$ cat src/hdl/pftm_pkg.sv
package pftm_pkg;

    // =========================================================
    // widths
    // =========================================================
    localparam int unsigned PFTM_AD_W  = 8;
    localparam int unsigned PFTM_PIN_W = 16;

    // =========================================================
    // timing
    // =========================================================
    localparam int unsigned PFTM_CLK_NS       = 4;
    // least strap hold after the reset edge, in core clocks
    localparam int unsigned PFTM_HOLD_CLKS    = 1;
    localparam int unsigned PFTM_HOLD_CYC     = PFTM_HOLD_CLKS;

    // =========================================================
    // reset values
    // =========================================================
    localparam logic PFTM_FLOAT_RST  = 1'b0;
    localparam logic PFTM_STRAP_RST  = 1'b1;

    typedef enum logic [1:0] {
        PFTM_IN_RESET,
        PFTM_SAMPLE,
        PFTM_NORMAL,
        PFTM_FLOAT
    } pftm_state_t;

endpackage : pftm_pkg

$ cat src/hdl/pftm_sync.sv
`timescale 1ns/1ps
module pftm_sync #(
    parameter int unsigned W = 1,
    parameter logic [W-1:0] RST_VAL = '0
) (
    // clock and reset
    input  wire logic         clk_in,
    input  wire logic         nrst_in,
    // data
    input  wire logic [W-1:0] d_in,
    output logic      [W-1:0] q_out
);
    logic [W-1:0] meta;

    // two-flop synchroniser; meta is read by q_out only
    always_ff @(posedge clk_in or negedge nrst_in) begin
        if (!nrst_in) begin
            meta  <= RST_VAL;
            q_out <= RST_VAL;
        end else begin
            meta  <= d_in;
            q_out <= meta;
        end
    end
endmodule : pftm_sync

$ cat src/hdl/pftm_top.sv
`timescale 1ns/1ps
// Overview of operation
// - Both memory selects are sampled one clock after the synchronised reset rise; both low enters test mode.
// - Pin_float_test_mode in test mode all pins but the crystal output stay floated until the next reset.
// - In test mode only the crystal output keeps driving.
// - Both strap pins are weakly pulled high inside the device.
// - The low address/data byte floats during hold acknowledge and level reset.
module pftm_top
    import pftm_pkg::*;
(
    // clock and resets
    input  wire logic                         clk_sys_in,
    input  wire logic                         nrst_in,
    input  wire logic                         power_on_clear_in,
    input  wire logic                         power_on_clear_level,
    // strap pins, as seen on the pad
    input  wire logic                         upper_memory_select_in,
    input  wire logic                         lower_memory_select_in,
    output logic                              strap_pullup_en_out,
    // bus hold acknowledge from the core
    input  wire logic                         hold_ack_in,
    // low address/data byte from core and pad
    input  wire logic [pftm_pkg::PFTM_AD_W-1:0]  core_ad_out_in,
    input  wire logic                            core_ad_oe_in,
    input  wire logic [pftm_pkg::PFTM_AD_W-1:0]  muxed_addr_data_low_in,
    output logic      [pftm_pkg::PFTM_AD_W-1:0]  muxed_addr_data_low_out,
    output logic                                 muxed_addr_data_low_oe_out,
    output logic      [pftm_pkg::PFTM_AD_W-1:0]  core_ad_in_out,
    // all other pins' enables from the core
    input  wire logic [pftm_pkg::PFTM_PIN_W-1:0] core_pin_oe_in,
    output logic      [pftm_pkg::PFTM_PIN_W-1:0] pin_oe_out,
    // crystal output and mode status
    input  wire logic                         crystal_drive_in,
    output logic                              crystal_output_pin_out,
    output logic                              crystal_output_oe_out,
    output logic                              pin_float_test_mode_out
);
    import pftm_pkg::*;

    // =========================================================
    // reset release and pin synchronisers
    // =========================================================
    logic [1:0] rst_pipe;
    logic       rst_n;

    always_ff @(posedge clk_sys_in or negedge nrst_in) begin
        if (!nrst_in) begin
            rst_pipe <= 2'h0;
        end else begin
            rst_pipe <= {rst_pipe[0], 1'b1};
        end
    end
    assign rst_n = rst_pipe[1];

    logic                 clr_n_s;
    logic                 clr_lvl_n_s;
    logic                 upper_sel_s;
    logic                 lower_sel_s;
    logic [PFTM_AD_W-1:0] ad_s;

    pftm_sync #(.W(4), .RST_VAL(4'h0)) u_sync_ctl (
        .clk_in  (clk_sys_in),
        .nrst_in (rst_n),
        .d_in    ({power_on_clear_in, power_on_clear_level,
                   upper_memory_select_in, lower_memory_select_in}),
        .q_out   ({clr_n_s, clr_lvl_n_s, upper_sel_s, lower_sel_s})
    );

    // pad data is synchronous to the clock output, re-timed anyway
    pftm_sync #(.W(PFTM_AD_W), .RST_VAL(8'h00)) u_sync_ad (
        .clk_in  (clk_sys_in),
        .nrst_in (rst_n),
        .d_in    (muxed_addr_data_low_in),
        .q_out   (ad_s)
    );

    // =========================================================
    // decode helpers
    // =========================================================
    // both straps low selects test mode; low is the active level
    function automatic logic straps_low(input logic up, input logic lo);
        return !up && !lo;
    endfunction : straps_low

    function automatic logic is_float(input pftm_state_t s);
        return s == PFTM_FLOAT;
    endfunction : is_float

    // =========================================================
    // strap sampling state machine
    // =========================================================
    // both edge flops reset low, the asserted level of the reset pin,
    // so a pin already high after reset still counts as one edge
    pftm_state_t state;
    pftm_state_t next_state;
    logic        clr_n_d;
    logic        clr_rise;

    always_ff @(posedge clk_sys_in or negedge rst_n) begin
        if (!rst_n) begin
            clr_n_d <= 1'b0;
        end else begin
            clr_n_d <= clr_n_s;
        end
    end
    assign clr_rise = clr_n_s && !clr_n_d;

    always_comb begin
        next_state = state;
        case (state)
            PFTM_IN_RESET: begin
                // sample one clock after the edge: fixture hold covers it
                if (clr_rise) begin
                    next_state = PFTM_SAMPLE;
                end
            end
            PFTM_SAMPLE: begin
                if (straps_low(upper_sel_s, lower_sel_s)) begin
                    next_state = PFTM_FLOAT;
                end else begin
                    next_state = PFTM_NORMAL;
                end
            end
            PFTM_NORMAL:   next_state = PFTM_NORMAL;
            PFTM_FLOAT:    next_state = PFTM_FLOAT;
            default:       next_state = PFTM_IN_RESET;
        endcase
        // a new reset pulse always restarts sampling
        if (!clr_n_s) begin
            next_state = PFTM_IN_RESET;
        end
    end

    always_ff @(posedge clk_sys_in or negedge rst_n) begin
        if (!rst_n) begin
            state <= PFTM_IN_RESET;
        end else begin
            state <= next_state;
        end
    end

    // =========================================================
    // pin drive
    // =========================================================
    logic float_all;
    logic ad_float;
    assign float_all = is_float(state);
    // level reset input low or hold acknowledged floats the low bus
    assign ad_float  = float_all || hold_ack_in || !clr_lvl_n_s;

    // =========================================================
    // mode status and strap pull-ups
    // =========================================================
    always_ff @(posedge clk_sys_in or negedge rst_n) begin
        if (!rst_n) begin
            pin_float_test_mode_out <= PFTM_FLOAT_RST;
        end else begin
            pin_float_test_mode_out <= float_all;
        end
    end

    // weak pullups stay on so a loose strap reads high
    always_ff @(posedge clk_sys_in or negedge rst_n) begin
        if (!rst_n) begin
            strap_pullup_en_out <= PFTM_STRAP_RST;
        end else begin
            strap_pullup_en_out <= 1'b1;
        end
    end

    // =========================================================
    // general pin enables
    // =========================================================
    always_ff @(posedge clk_sys_in or negedge rst_n) begin
        if (!rst_n) begin
            pin_oe_out <= '0;
        end else if (float_all) begin
            pin_oe_out <= '0;
        end else begin
            pin_oe_out <= core_pin_oe_in;
        end
    end

    // =========================================================
    // low address/data byte
    // =========================================================
    always_ff @(posedge clk_sys_in or negedge rst_n) begin
        if (!rst_n) begin
            muxed_addr_data_low_oe_out <= 1'b0;
            muxed_addr_data_low_out    <= 8'h00;
        end else begin
            muxed_addr_data_low_oe_out <= core_ad_oe_in && !ad_float;
            muxed_addr_data_low_out    <= core_ad_out_in;
        end
    end

    // pad value to the core lags the pad by three clocks
    always_ff @(posedge clk_sys_in or negedge rst_n) begin
        if (!rst_n) begin
            core_ad_in_out <= 8'h00;
        end else begin
            core_ad_in_out <= ad_s;
        end
    end

    // =========================================================
    // crystal output
    // =========================================================
    always_ff @(posedge clk_sys_in or negedge rst_n) begin
        if (!rst_n) begin
            crystal_output_pin_out <= 1'b0;
            crystal_output_oe_out  <= 1'b0;
        end else begin
            // oscillator keeps running through test mode
            crystal_output_pin_out <= crystal_drive_in;
            crystal_output_oe_out  <= 1'b1;
        end
    end
endmodule : pftm_top
$ cat config.mk
export PLATFORM = sky130hd
export DESIGN_NAME = pftm_top
export DESIGN_NICKNAME = d
export VERILOG_FILES = /design/src/hdl/pftm_pkg.sv /design/src/hdl/pftm_sync.sv /design/src/hdl/pftm_top.sv
export SDC_FILE = /design/constraint.sdc
export NUM_CORES = 1
export LEC_CHECK = 0
export ABC_AREA = 1
export BUFFER_PORTS_ARGS = -buffer_cell sky130_fd_sc_hd__buf_2
export CELL_PAD_IN_SITES_DETAIL_PLACEMENT = 1
export CELL_PAD_IN_SITES_GLOBAL_PLACEMENT = 2
export CORE_MARGIN = 2
export CORE_UTILIZATION = 30
export CTS_CLUSTER_DIAMETER = 100
export CTS_CLUSTER_SIZE = 12
export DETAILED_ROUTE_END_ITERATION = 7
export PLACE_DENSITY_LB_ADDON = 0.1
export SYNTH_ARGS = -nofsm -noshare
export SYNTH_HDL_FRONTEND = slang
export SYNTH_HIERARCHICAL = 1
export SYNTH_SLANG_ARGS = --single-unit
$ cat constraint.sdc
create_clock -name clk_sys_in -period 2.8 [get_ports clk_sys_in]
set_input_delay 0.42 -clock clk_sys_in [delete_from_list [all_inputs] [get_ports clk_sys_in]]
set_output_delay 0.42 -clock clk_sys_in [all_outputs]
set_load 0.05 [all_outputs]
* After elaboration in Yosys (flattened, before gate mapping)
Cells that the tools add are included.
** Operators by class
- Equality and inequality tests :: 4
- Mux-type cells :: 5
- Reduce and logical (&&, ||, !) cells :: 11
** Operator list (number)
- $mux 16 :: 1
- $pmux 2 s4 :: 1
- $logic_not 1->1 :: 5
- $eq 2x2->1 const B :: 2
- $mux 2 :: 2
- $logic_and 1x1->1 :: 3
- $ne 3x3->1 const B :: 1
- $eq 2x1->1 const B :: 1
- $logic_not 2->1 :: 1
- $logic_or 1x1->1 :: 2
- $mux 1 :: 1
** Storage, ports and cells
- Register bits :: 65
- Input bits :: 41
- Word-level logic and storage cells :: 34
- Output and inout bits :: 37

* Logic depth before layout (Yosys ltp)
- Word-level depth :: 5
- Gate-level depth with buffers :: 5
- Depth with buffers taken out :: 5

* By module
The synthesis kept the hierarchy.
** By module, submodules not included
- pftm_top :: cells each 94, seq. area each 1026.0 µm², area each 1251.2 µm², times used 1
- pftm_sync at u_sync_ad :: cells each 16, seq. area each 400.4 µm², area each 400.4 µm², times used 1
- pftm_sync at u_sync_ctl :: cells each 8, seq. area each 200.2 µm², area each 200.2 µm², times used 1

* Worst setup path after synthesis
OpenSTA, ideal clock, no wires.
- Kind :: flip-flop to output port
- Start point :: reg core_ad_in_out[0] in the netlist's numbering
- End point :: out core_ad_in_out[0] in the netlist's numbering
- Data required time :: 2.380 ns
- Path slack :: 1.794 ns
- Cell stages (with the launch flop) :: 1
- Data arrival time :: 0.586 ns
- Path buffers :: 0
- Cell sequence :: dfrtp_1
** RTL lines
- start, declared :: RTL line pftm_top.sv:28 : output logic [pftm_pkg::PFTM_AD_W-1:0] core_ad_in_out,
- start signal, assigned :: RTL line pftm_top.sv:202 : core_ad_in_out <= ad_s;
No word-level cell between the ends.

* Worst setup path in the final report
- Start point :: reg muxed_addr_data_low_out[2] in the netlist's numbering
- End point :: out muxed_addr_data_low_out[2] in the netlist's numbering
** RTL lines
- start, declared :: RTL line pftm_top.sv:26 : output logic [pftm_pkg::PFTM_AD_W-1:0] muxed_addr_data_low_out,
- start signal, assigned :: RTL line pftm_top.sv:193 : muxed_addr_data_low_out <= core_ad_out_in;
No word-level cell between the ends.

==> results.md <==
- Unrepaired setup endpoints after global routing: no
- Wire length of the first global-routing pass: 5440 um
- Die Area: 6820 sq um
- Clock-pin slew on the worst setup and hold paths: roughly 60 ps
- Crit-path cells: buf_2
- Final hold violation count: 0
- Largest net degree at the start of global routing: 35
- Starting DRT DRC Count: 45
- Largest fanout on the critical path: 1
- DP Wirelength: around 2600 um
- Post CTS Setup Buffer Count: 0
- Leakage: 1.34 nW
- Yosys cell types: 11
- WHS: roughly 200 ps
- Power Total: 1.93 mW
- IO Pins: 78
- CTS max path bufs: 2
- Worst Path Arrival: 930 ps
- Core region area: 5960 sq um
- Critical Path Max Stage Delay: about 340 ps
- Total global-route track usage: 0.115
- WL/cell: 12.2 um
- Inst Count DP: 270
- Required time worst endpoint: 2380 ps
- GPL Wtd Cong: 0.618
- Synth Register Bits: between 60 and 70
- Number of antenna violations at the first check in global routing: 0
- Finished Layout Cells: between 200 and 300
- Cts hold-fix bufs: 1
- Crit-path leading delay family: flip-flops
- Status: finished, final reports clean
- Fin util: 0.420
- Initial Util: 0.311
- Crit path buffers/inverters: 1
- Syn_area_per_cell: 15.7 sq um
- Layout cells sized above 1: 0.453
- Placed instance area: roughly 2300 sq um
- Post-Syn Instances: 118
- DR DRC count: 0
- Final Setup Violations: 0
- H-tree depth: 3
- Antenna Nets Post-Route: 0
- Layout Skew: 6.15 ps
- Final Max Tran Viols: 0
- Die H: around 83 um
- Fin area: about 2500 sq um
- CTS tree: built
- Post_cts resized: 0
- Seq/Total Area, Yosys: 0.878
- CTS Buf Count: 9
- Area Overhead vs Synth: 35.2%
- Clk_lat worst skew: 330 ps
- CP Launch Type: flip-flop
- Setup ws final: roughly 1400 ps
- Synth warn: 6
- Die X: approximately 83 um
- Maxcap violations: 0
- Rows: 28
- Relative slew slack: 0.590
- Final min period: 1350 ps
- Overflow after GRT: 0
- Port buffer count: 76
- Mapped Area: 1850 sq um
- Worst VDD drop: ~0.28 mV
- Kind of critical path: flip-flop to output port
- Total number of vias: 1094
- Crit path capture type: output port
- Placement Setup Slack: 1570 ps
- Final nets: 248
- Setup TNS: 0 ps
- CTS root buf: clkbuf_8
- Vias in the first global route: 1177
- Final worst-path cycle share: 0.484
- # clock sinks: 65
- First-pass iteration count of the detailed router: 4
- Diode count: 0
- Hold Path Class: primary input to flip-flop
- Detailed Route WL: 3510 um
- Fmax: 738 MHz
- Commonest non-fill, non-tap cell in the layout: buf_2
- Vias/cell: 3.81
- Max stage delay cell, worst path: dfrtp_1
- Pwr dens: 773 nW/um^2
- Least-Margin Pin Slew: 614 ps
- Most frequent cells in the layout: 76 x buf_2, 64 x dfrtp_1, 20 x inv_1, 20 x nor2_1, 11 x clkbuf_8
## state kept, by name, indices dropped and copies added (netlist names), 2 cells and up
register,cells
core_ad_in_out,8
muxed_addr_data_low_out,8
pin_oe_out,16
rst_pipe,2
state,2
u_sync_ad/meta,8
u_sync_ad/q_out,8
u_sync_ctl/meta,4
u_sync_ctl/q_out,4
## per-layer routing
metal,GRT usage,routed length [um],part of all wire
met1,0.128,1310,0.37
met2,0.179,1810,0.51
met3,0.0543,328,0.093
met4,0.0738,63,0.018
met5,0,0,0
## synth_stat cells, drive strengths merged
library cell,number,area (sq um)
nand3,1,5.00
buf,2,22.5
conb,1,3.75
nand2,6,25.0
inv,21,81.3
dfrtp,65,1630
nor2,22,87.6
## path summary, 6_finish.rpt
check	start	end	slack (ps)	cells after the start
worst min-delay path	core_ad_out_in[5]	muxed_addr_data_low_out[5]$_DFF_PN0_	200	1
worst max register to register	rst_pipe[1]$_DFF_PN0_	u_sync_ctl/q_out[0]$_DFF_PN0_	1670	1
worst min register to register	rst_pipe[1]$_DFF_PN0_	core_ad_in_out[4]$_DFF_PN0_	290	0
max in group asynchronous	rst_pipe[1]$_DFF_PN0_	u_sync_ctl/q_out[0]$_DFF_PN0_	1670	1
min in group asynchronous	rst_pipe[1]$_DFF_PN0_	core_ad_in_out[4]$_DFF_PN0_	290	0
worst max-delay path	muxed_addr_data_low_out[2]$_DFF_PN0_	muxed_addr_data_low_out[2]	1450	1
## cell families after synthesis
kind of cell | share of synthesized area
simple gates | 0.0635
flops | 0.878
buf+inv | 0.0561
other cells | 0.00203
## layout make-up
class | count | area (sq um)
Clock buffer | 13 | 159
Fill cell | 673 | 3450
Inverter | 21 | 81.3
Multi-Input combinational cell | 32 | 129
Sequential cell | 65 | 1630
Timing Repair Buffer | 78 | 398
Clock inverter | 3 | 15.0
Tap cell | 75 | 93.8
## power by group
part / internal, mW / switching (mW)
sequential: 0.994 / 0.0253
clock: 0.366 / 0.322
combinational: 0.0556 / 0.171
Power figures use the tool's default switching activity.
